<file path="src/hw/hiur_consts.svh">
// constants for the hid uart report interpreter: codes, lengths, offsets, times
// assumes one 200 MHz system clock shared by both ends
// Behaviour
// 0xfd starts raw report, forwarded without start
// mouse report: start, length 5, descriptor 2
// combo mode: each complete report forwarded alone
// consumer report: start, 3, 3, low, high
// each bitmap bit is one media key
// all-zero consumer bitmap releases held keys
// lock report goes out as 0xff, status
// status bits: num 1, caps 2, scroll 4
// toggle needs rising edge held 200 ms
// toggle pin ignored unless toggle enabled
// nonzero remap swaps upper byte for lower
// remap written by set, read by get
// remap setting resets to zero, disabled
// key byte 0x00 drops the connection
// remap to 00 makes a disconnect key
// parser idles after length bytes, then resyncs
`ifndef HIUR_CONSTS_SVH
`define HIUR_CONSTS_SVH

// stream codes
`define HIUR_RAW_START   8'hfd
`define HIUR_LOCK_START  8'hff
`define HIUR_DISC_KEY    8'h00
`define HIUR_DESC_MOUSE  8'h02
`define HIUR_LEN_MOUSE   8'h05
`define HIUR_DESC_CONS   8'h03
`define HIUR_LEN_CONS    8'h03

// lock status bit positions
`define HIUR_LOCK_NUM    0
`define HIUR_LOCK_CAPS   1
`define HIUR_LOCK_SCROLL 2

// reset values
`define HIUR_REMAP_RESET 16'h0000

// toggle hold time
`define HIUR_VK_HOLD_MS  200
`define HIUR_CLK_KHZ     200000
`define HIUR_VK_HOLD_CYC (`HIUR_VK_HOLD_MS * `HIUR_CLK_KHZ)

// host controller register offsets
`define HIUR_REG_TXDATA  8'h00
`define HIUR_REG_LOCK    8'h04
`define HIUR_REG_STATUS  8'h08
`define HIUR_REG_IRQEN   8'h0c
`define HIUR_REG_CLEAR   8'h10
`define HIUR_REG_PIN     8'h14

// host event bit positions
`define HIUR_EV_LOCK     0
`define HIUR_EV_STRAY    1

`endif

</file>
<file path="src/hw/hiur_pkg.sv">
// types shared by both ends of the hid uart report interpreter
// assumes hiur_consts.svh for all numbers
package hiur_pkg;

	// report parser states
	typedef enum logic [1:0] {RX_IDLE, RX_LEN, RX_DESC, RX_BODY} hiur_rx_t;

	// lock report sender states
	typedef enum logic {TX_IDLE, TX_STAT} hiur_tx_t;

	// whole state of the device end
	typedef struct packed {
		hiur_rx_t   rxSt;
		logic [7:0] remain;
		logic [7:0] repLen;
		logic [7:0] desc;
		logic [7:0] consLow;
		logic [15:0] consumer;
		logic [15:0] remap;
		logic [15:0] remapRd;
		logic       syncA;
		logic       syncB;
		logic       armed;
		logic [25:0] holdCnt;
		logic       vkToggle;
		hiur_tx_t   txSt;
		logic [2:0] lockBits;
		logic       lockPend;
		logic       devValid;
		logic [7:0] devByte;
		logic       repValid;
		logic [7:0] repByte;
		logic       repFirst;
		logic       repLast;
		logic       keyValid;
		logic [7:0] keyByte;
		logic       disconnect;
	} hiur_dev_t;

	// whole state of the host end
	typedef struct packed {
		logic       hostValid;
		logic [7:0] hostByte;
		logic       vkPin;
		logic       gotStart;
		logic [2:0] lockStat;
		logic [1:0] status;
		logic [1:0] irqEn;
		logic [31:0] rdData;
		logic       irq;
	} hiur_host_t;

endpackage : hiur_pkg
</file>
<file path="src/hw/hiur_link_if.sv">
// link between host controller and interpreter device
// assumes both ends run on the same clk_sys
`timescale 1ns/10ps
interface hiur_link_if;
	logic       hostValid; // host byte present
	logic [7:0] hostByte;  // host to device byte
	logic       devValid;  // device byte present
	logic [7:0] devByte;   // device to host byte
	logic       vkPin;     // virtual keyboard toggle pin

	modport dev  (input hostValid, hostByte, vkPin, output devValid, devByte);
	modport host (output hostValid, hostByte, vkPin, input devValid, devByte);
endinterface : hiur_link_if

</file>
<file path="src/hw/hiur_device.sv">
// interpreter device end: parses host bytes, forwards raw reports,
// keeps consumer keys, sends lock status, times the toggle pin
// assumes host bytes arrive on clk_sys, toggle pin is asynchronous
//
// Design decisions made here: the plain strobed port and the register addresses.
`timescale 1ns/10ps
`include "hiur_consts.svh"
module hiur_device #(
	parameter int HOLD_CYC = `HIUR_VK_HOLD_CYC // toggle hold in cycles
) (
	input  wire logic        clk_sys,      // system clock
	input  wire logic        resetn,       // async reset, low
	input  wire logic        ce,           // clock enable
	hiur_link_if.dev         link,         // link to host
	input  wire logic        remapSet,     // set command strobe
	input  wire logic [15:0] remapWrData,  // new remap word
	input  wire logic        remapGet,     // get command strobe
	output logic [15:0]      remapRdData,  // remap word, next cycle
	input  wire logic        toggleEn,     // hid flag toggle enable
	input  wire logic        lockReport,   // remote lock state pulse
	input  wire logic [2:0]  lockState,    // scroll, caps, num
	output logic             repValid,     // forwarded report byte
	output logic [7:0]       repByte,      // report byte value
	output logic             repFirst,     // length byte marker
	output logic             repLast,      // final byte marker
	output logic             keyValid,     // plain key byte
	output logic [7:0]       keyByte,      // plain key value
	output logic [15:0]      consumerKeys, // held consumer keys
	output logic             disconnect,   // drop connection pulse
	output logic             vkToggle      // keyboard toggle pulse
);
	import hiur_pkg::*;

	localparam logic [25:0] HOLD_LAST = 26'(HOLD_CYC - 1);

	hiur_dev_t s_r, s_nxt;

	////////////////////////////////////////////////////////////////////////
	// next state
	always_comb begin
		logic [7:0] b;
		logic       isCons;
		b = 8'h00;
		isCons = 1'b0;
		s_nxt = s_r;

		// pulse outputs default low
		s_nxt.repValid   = 1'b0;
		s_nxt.repFirst   = 1'b0;
		s_nxt.repLast    = 1'b0;
		s_nxt.keyValid   = 1'b0;
		s_nxt.disconnect = 1'b0;
		s_nxt.vkToggle   = 1'b0;
		s_nxt.devValid   = 1'b0;

		// remap before anything looks at the byte
		if (s_r.remap != `HIUR_REMAP_RESET && link.hostByte == s_r.remap[15:8]) begin
			b = s_r.remap[7:0];
		end else begin
			b = link.hostByte;
		end

		// consumer report is recognised by its length and descriptor
		isCons = (s_r.desc == `HIUR_DESC_CONS) && (s_r.repLen == `HIUR_LEN_CONS);

		////////////////////////////////////////////////////////////////
		// report parser
		if (link.hostValid) begin
			case (s_r.rxSt)
				RX_IDLE: begin
					if (b == `HIUR_RAW_START) begin
						// start byte is stripped, never forwarded
						s_nxt.rxSt = RX_LEN;
					end else if (b == `HIUR_DISC_KEY) begin
						// checked after remap, so a mapped key disconnects
						s_nxt.disconnect = 1'b1; // see R14
					end else begin
						// other keys handed on for translation elsewhere
						s_nxt.keyValid = 1'b1;
						s_nxt.keyByte  = b;
					end
				end
				RX_LEN: begin
					s_nxt.remain   = b;
					s_nxt.repLen   = b;
					s_nxt.repValid = 1'b1;
					s_nxt.repByte  = b;
					s_nxt.repFirst = 1'b1;
					if (b == 8'h00) begin
						// empty report ends on its length byte
						s_nxt.repLast = 1'b1;
						s_nxt.rxSt    = RX_IDLE;
					end else begin
						s_nxt.rxSt = RX_DESC;
					end
				end
				RX_DESC, RX_BODY: begin
					// every body byte goes out after the remap, any descriptor
					s_nxt.repValid = 1'b1; // see R1 see R2
					s_nxt.repByte  = b;
					s_nxt.remain   = s_r.remain - 8'h01;
					if (s_r.rxSt == RX_DESC) begin
						s_nxt.desc = b;
					end
					// consumer bitmap: low byte staged, applied with high
					if (s_r.rxSt == RX_BODY && isCons) begin
						if (s_r.remain == 8'h02) begin
							s_nxt.consLow = b;
						end
						if (s_r.remain == 8'h01) begin
							// zero bitmap releases, others stay held
							s_nxt.consumer = {b, s_r.consLow}; // see R5
						end
					end
					if (s_r.remain == 8'h01) begin
						// length counted out, look for next start byte
						s_nxt.repLast = 1'b1;
						s_nxt.rxSt    = RX_IDLE;
					end else begin
						s_nxt.rxSt = RX_BODY;
					end
				end
				default: begin
					s_nxt.rxSt = RX_IDLE;
				end
			endcase
		end

		////////////////////////////////////////////////////////////////
		// remap set and get commands
		if (remapSet) begin
			s_nxt.remap = remapWrData;
		end
		if (remapGet) begin
			s_nxt.remapRd = s_r.remap;
		end

		////////////////////////////////////////////////////////////////
		// toggle pin: two flops, then rising edge held for the hold time
		s_nxt.syncA = link.vkPin;
		s_nxt.syncB = s_r.syncA;
		if (!toggleEn || !s_r.syncB) begin
			// low level arms; disabled pin never arms
			s_nxt.armed   = toggleEn && !s_r.syncB;
			s_nxt.holdCnt = 26'h0;
		end else if (s_r.armed) begin
			if (s_r.holdCnt == HOLD_LAST) begin
				// one toggle per rising edge, needs a low to rearm
				s_nxt.vkToggle = 1'b1;
				s_nxt.armed    = 1'b0;
			end else begin
				s_nxt.holdCnt = s_r.holdCnt + 26'h1;
			end
		end

		////////////////////////////////////////////////////////////////
		// lock status sender: 0xff then the status byte
		case (s_r.txSt)
			TX_IDLE: begin
				if (s_r.lockPend) begin
					s_nxt.devValid = 1'b1;
					s_nxt.devByte  = `HIUR_LOCK_START;
					s_nxt.lockPend = 1'b0;
					s_nxt.txSt     = TX_STAT;
				end
			end
			TX_STAT: begin
				s_nxt.devValid = 1'b1;
				s_nxt.devByte  = {5'h00, s_r.lockBits}; // see R7
				s_nxt.txSt     = TX_IDLE;
			end
			default: begin
				s_nxt.txSt = TX_IDLE;
			end
		endcase

		// a new report wins over the pending clear above
		if (lockReport) begin
			s_nxt.lockBits[`HIUR_LOCK_NUM]    = lockState[0];
			s_nxt.lockBits[`HIUR_LOCK_CAPS]   = lockState[1];
			s_nxt.lockBits[`HIUR_LOCK_SCROLL] = lockState[2];
			s_nxt.lockPend = 1'b1;
		end
	end

	////////////////////////////////////////////////////////////////////////
	// state register; remap resets to zero, so remapping starts disabled
	always_ff @(posedge clk_sys or negedge resetn) begin
		if (!resetn) begin
			s_r       <= '0;
			s_r.remap <= `HIUR_REMAP_RESET;
		end else if (ce) begin
			s_r <= s_nxt;
		end
	end

	////////////////////////////////////////////////////////////////////////
	// outputs straight from the state flops
	assign link.devValid = s_r.devValid;
	assign link.devByte  = s_r.devByte;
	assign remapRdData   = s_r.remapRd;
	assign repValid      = s_r.repValid;
	assign repByte       = s_r.repByte;
	assign repFirst      = s_r.repFirst;
	assign repLast       = s_r.repLast;
	assign keyValid      = s_r.keyValid;
	assign keyByte       = s_r.keyByte;
	assign consumerKeys  = s_r.consumer;
	assign disconnect    = s_r.disconnect;
	assign vkToggle      = s_r.vkToggle;

endmodule : hiur_device

</file>
<file path="src/flat_wrapper.sv">
// flat-port wrapper written by rule: the top's interface ports become plain ports
module hiur_device_flat import hiur_pkg::*;
#(
	parameter int HOLD_CYC = `HIUR_VK_HOLD_CYC                         
)
  (clk_sys, resetn, ce, remapSet, remapWrData, remapGet, remapRdData, toggleEn, lockReport, lockState, repValid, repByte, repFirst, repLast, keyValid, keyByte, consumerKeys, disconnect, vkToggle, link_hostValid, link_hostByte, link_vkPin, link_devValid, link_devByte);
  hiur_link_if link_i ();
  input  wire logic clk_sys;
  input  wire logic resetn;
  input  wire logic ce;
  input  wire logic remapSet;
  input  wire logic [15:0] remapWrData;
  input  wire logic remapGet;
  output logic [15:0] remapRdData;
  input  wire logic toggleEn;
  input  wire logic lockReport;
  input  wire logic [2:0] lockState;
  output logic repValid;
  output logic [7:0] repByte;
  output logic repFirst;
  output logic repLast;
  output logic keyValid;
  output logic [7:0] keyByte;
  output logic [15:0] consumerKeys;
  output logic disconnect;
  output logic vkToggle;
  input wire logic [$bits(link_i.hostValid)-1:0] link_hostValid;
  input wire logic [$bits(link_i.hostByte)-1:0] link_hostByte;
  input wire logic [$bits(link_i.vkPin)-1:0] link_vkPin;
  output wire logic [$bits(link_i.devValid)-1:0] link_devValid;
  output wire logic [$bits(link_i.devByte)-1:0] link_devByte;
  assign link_i.hostValid = link_hostValid;
  assign link_i.hostByte = link_hostByte;
  assign link_i.vkPin = link_vkPin;
  assign link_devValid = link_i.devValid;
  assign link_devByte = link_i.devByte;
  hiur_device #(.HOLD_CYC(HOLD_CYC)) u_core (.clk_sys(clk_sys), .resetn(resetn), .ce(ce), .link(link_i), .remapSet(remapSet), .remapWrData(remapWrData), .remapGet(remapGet), .remapRdData(remapRdData), .toggleEn(toggleEn), .lockReport(lockReport), .lockState(lockState), .repValid(repValid), .repByte(repByte), .repFirst(repFirst), .repLast(repLast), .keyValid(keyValid), .keyByte(keyByte), .consumerKeys(consumerKeys), .disconnect(disconnect), .vkToggle(vkToggle));
endmodule
</file>
<file path="config.mk">
export PLATFORM = sky130hd
export DESIGN_NAME = hiur_device_flat
export DESIGN_NICKNAME = d
export VERILOG_FILES = /design/src/hw/hiur_pkg.sv /design/src/hw/hiur_link_if.sv /design/src/hw/hiur_device.sv /design/src/flat_wrapper.sv
export VERILOG_INCLUDE_DIRS = /design/src /design/src/hw
export SDC_FILE = /design/constraint.sdc
export NUM_CORES = 1
export LEC_CHECK = 0
export ABC_AREA = 1
export BUFFER_PORTS_ARGS = -buffer_cell sky130_fd_sc_hd__buf_2
export CELL_PAD_IN_SITES_DETAIL_PLACEMENT = 1
export CELL_PAD_IN_SITES_GLOBAL_PLACEMENT = 2
export CORE_AREA = 8 8 157 159
export DETAILED_ROUTE_END_ITERATION = 8
export DIE_AREA = 0 0 165 167
export PLACE_DENSITY_LB_ADDON = 0.1
export SETUP_SLACK_MARGIN = 0.2
export SLEW_MARGIN = 20
export SYNTH_ARGS = -nofsm -noshare
export SYNTH_HDL_FRONTEND = slang
export SYNTH_SLANG_ARGS = --single-unit
</file>
<file path="constraint.sdc">
create_clock -name clk_sys -period 2.3 [get_ports clk_sys]
set_clock_uncertainty 0.15 [all_clocks]
set_input_delay 0.46 -clock clk_sys [delete_from_list [all_inputs] [get_ports clk_sys]]
set_output_delay 0.46 -clock clk_sys [all_outputs]
set_load 0.01 [all_outputs]
</file>
==> results by group <==
Timing
  • Unrepaired setup endpoints after global routing: yes
  • Final Hold Fails: 0
  • Least-Margin Pin Slew: 0.6420 ns
  • Setup ws final: 0.1139 ns
  • Fin. max-slew vios: 0
  • Final setup viols: 0
  • Hold_ws: 0.1050 ns
  • Crit share post-route: 0.9505
  • Worst relative slew slack: 0.5709
  • Final worst path period need: 2.186 ns
  • F_max: 457.4 MHz

Floorplan
  • Initial Util: 0.3314
  • Vert. Die Dim: 167 um
  • # rows: 55
  • Area of the die: 27560 um^2
  • Core ar.: 22230 um^2
  • # IOs: 99
  • Die X: 165 um

Finish
  • Fill cell count: 2683
  • Fraction of layout cells with a size suffix above 1: 0.3566
  • Final instance area: 9878 um^2
  • Nets@finish: 1129
  • Number of diodes: 0
  • Area delta synth->final: 34.09%

Global routing
  • Antenna violations before repair: 0
  • Grt ovf: 0
  • Vias in the first global route: 6977
  • Largest net degree at the start of global routing: 44
  • Gr usage total: 0.1741
  • First-pass GRT wire length: 37740 um

Synthesis
  • Asr flop ratio synth: 1.000
  • Distinct cells, synth: 43
  • Post-synthesis sequential area ratio: 0.4857
  • #FFs+latches synth: 143
  • EDFF count, synth: 0
  • Syn Inst Count: 932
  • Post-Syn Area: 7367 um^2
  • Synth Flop Type: dfrtp_1
  • Syn nets: 972
  • Syn. warnings: 0
  • Avg Cell Area, Syn: 7.905 um^2

Power
  • Power per cell area: 829.5 nW/um^2
  • Total Power: 8194 uW
  • Max rail drop VDD: 0.4132 mV
  • Leakage power: 0.004814 uW

Clocking
  • CTS buffer count: 17
  • Clock root buffer: clkbuf_16
  • Clk pin slew, worst setup/hold paths: 0.07 ns
  • Clock Path Buffers: 2
  • CTS tree: yes
  • Clk_lat worst skew: 0.43 ns
  • Sink Count: 143
  • CTS H-tree depth: 4

Setup path
  • Startpoint types: flop
  • Slowest CP cell: dfrtp_1
  • Largest delay share family, worst path: simple AND/OR/NAND/NOR gates
  • Most used cell, CP: nand2_1
  • Worst path bufs/invs: 2
  • Critical path arrival: 2.35 ns
  • WS Path Type: flop to flop
  • Crit-path cells: inv_2 > nand2_1 > nand2_1 > nor2_2 > nand2_2 > buf_4 > nor2_2 > nand3_1 > nand2_1 > nand2_2 > nor2_4 > nand2_4 > nand2_2 > nor2_4 > nand2_1 > nand2_1
  • CP endpoint kind: flop
  • Crit-path max FO: 8
  • CP required: 2.47 ns
  • Max stage delay on crit path: 0.40 ns

Place
  • DPL Wire Length: 17030 um
  • RD Place Congestion: 0.8201
  • Worst Setup Slack post-DPL: -0.1388 ns
  • Port Buffers: 98
  • Placement Cell Area: 8304 um^2

Route
  • Detailed-route wire length: 23700 um
  • Initial DRC count: 302
  • Routed wire per std cell: 17.08 um
  • Antenna viol nets, final: 0
  • First-pass iteration count of the detailed router: 4
  • Drc violations: 0
  • Vias: 6505
  • Via/cell ratio: 4.690

Hold path
  • Hold Path Class: input port to flop

Outcome
  • Outcome: completed

Run
  • Maxcap violations: 0
## kinds of logic (layout without fill, tap and decap cells)
| logic type | after synthesis | after routing | synth area share |
|---|---|---|---|
| compound gates | 146 | 146 | 0.1050 |
| xor+xnor | 14 | 14 | 0.01664 |
| fa+ha+maj | 4 | 4 | 0.006794 |
| buf+inv | 174 | 343 | 0.1199 |
| flops | 143 | 143 | 0.4857 |
| mux | 3 | 3 | 0.004585 |
| simple gates | 448 | 449 | 0.2614 |
## layout by cell type, fill, tap and decap left out, types with 3 or more instances in the layout
cell	instances
o22ai_1	3
inv_1	77
o21ai_1	8
nand3_2	12
a21oi_2	9
buf_8	4
nand2_1	210
inv_6	5
nor3_1	6
nor2_2	11
nand4_1	12
nand3_4	3
buf_12	3
nand3_1	33
dfrtp_1	141
nand2_4	9
nor2_4	17
buf_6	26
nor4_1	7
nor2_1	71
a21oi_4	3
a21oi_1	29
clkbuf_16	19
buf_2	97
mux2_2	3
inv_2	9
nand2_2	44
o21ai_2	6
xor2_1	8
ha_1	3
clkinvlp_4	4
o21ai_0	76
xnor2_1	6
buf_4	88
## worst register-to-register path, cell delays in order (launching register included)
cell	delay, ns
dfrtp_1	0.40
inv_2	0.08
nand2_1	0.08
nand2_1	0.07
nor2_2	0.13
nand2_2	0.08
buf_4	0.14
nor2_2	0.15
nand3_1	0.11
nand2_1	0.12
nand2_2	0.07
nor2_4	0.17
nand2_4	0.08
nand2_2	0.08
nor2_4	0.06
nand2_1	0.07
nand2_1	0.05
## power breakdown
part | internal [uW] | switching [uW]
logic | 875 | 1280
clock network | 1460 | 1180
registers | 3040 | 358
## cell usage after synthesis (9+ instances only)
| cell type | n | area [um^2] |
|---|---|---|
| nand2_2 | 11 | 68.82 |
| nand3_1 | 47 | 235.2 |
| a21oi_1 | 38 | 190.2 |
| nand4_1 | 12 | 75.07 |
| dfrtp_1 | 143 | 3578 |
| buf_4 | 58 | 435.4 |
| nor4_1 | 9 | 56.30 |
| nand2_1 | 250 | 938.4 |
| clkbuf_1 | 20 | 75.07 |
| inv_1 | 83 | 311.6 |
| nor2_1 | 92 | 345.3 |
| o21ai_0 | 90 | 450.4 |
| nor3_1 | 9 | 45.04 |
## state kept, by name, indices dropped and copies added, names as in the netlist, 4 cells and up
name,flops
u_core.keyByte,8
u_core.s_r,83
u_core.consumerKeys,16
u_core.repByte,8
u_core.remapRdData,16
u_core.link.devByte,4
## layout make-up
type	instances	area [um^2]	share of cell area
well taps	285	356.6	0.03610
repair buffers	221	1619	0.1639
inverters	89	346.6	0.03509
clock inverters	12	100.1	0.01013
flip-flops and latches	143	3581	0.3625
multi-input cells	616	3411	0.3453
repair inverters	1	7.507	0.0007600
clock buffers	20	456.7	0.04623
## routing by layer
metal / track usage / share of wire / vias to the layer above
met5: 0 / 0 / -
met2: 0.2958 / 0.50 / 95
met3: 0.03945 / 0.042 / 14
met4: 0.03918 / 0.0099 / 0
li1: - / - / 3248
met1: 0.2194 / 0.45 / 3148
## path summary, 6_finish.rpt
path / slack [ns] / end / from / cells after the start
setup reg to reg: 0.11 / u_core.keyByte[4]$_DFFE_PN0P_ / u_core.s_r[93]$_DFFE_PN0P_ / 16
hold / removal: 0.10 / u_core.s_nxt[63]$_DFFE_PN0P_ / link_vkPin / 3
hold reg to reg: 0.33 / u_core.keyByte[5]$_DFFE_PN0P_ / u_core.keyByte[5]$_DFFE_PN0P_ / 2
setup / recovery: 0.11 / u_core.keyByte[4]$_DFFE_PN0P_ / u_core.s_r[93]$_DFFE_PN0P_ / 16
min in group asynchronous: 0.37 / u_core.link.devByte[6]$_DFFE_PN0P_ / resetn / 2
max in group asynchronous: 0.89 / u_core.s_r[94]$_DFFE_PN0P_ / resetn / 3
## stage by stage
step                utilization  instances  setup TNS (ns)
floorplan                     -        932               0
global placement         0.3736       1311          -1.058
detailed placement       0.3736       1311          -1.366
CTS                      0.4158       1364               0
global route             0.4444       1387         -0.5967
finish                   0.4444       1387               0
## what timing repair did
item | CTS | global route
pin swaps | 25 | 44
hold endpoints to repair | 36 | 0
buffers inserted | 19 | 20
cloned | 1 | 3
hold buffers | 1 | 0
gates resized for setup | 66 | 126
endpoints found under the setup margin | 56 | 74
No activity file was read; power rests on OpenSTA's default activity.
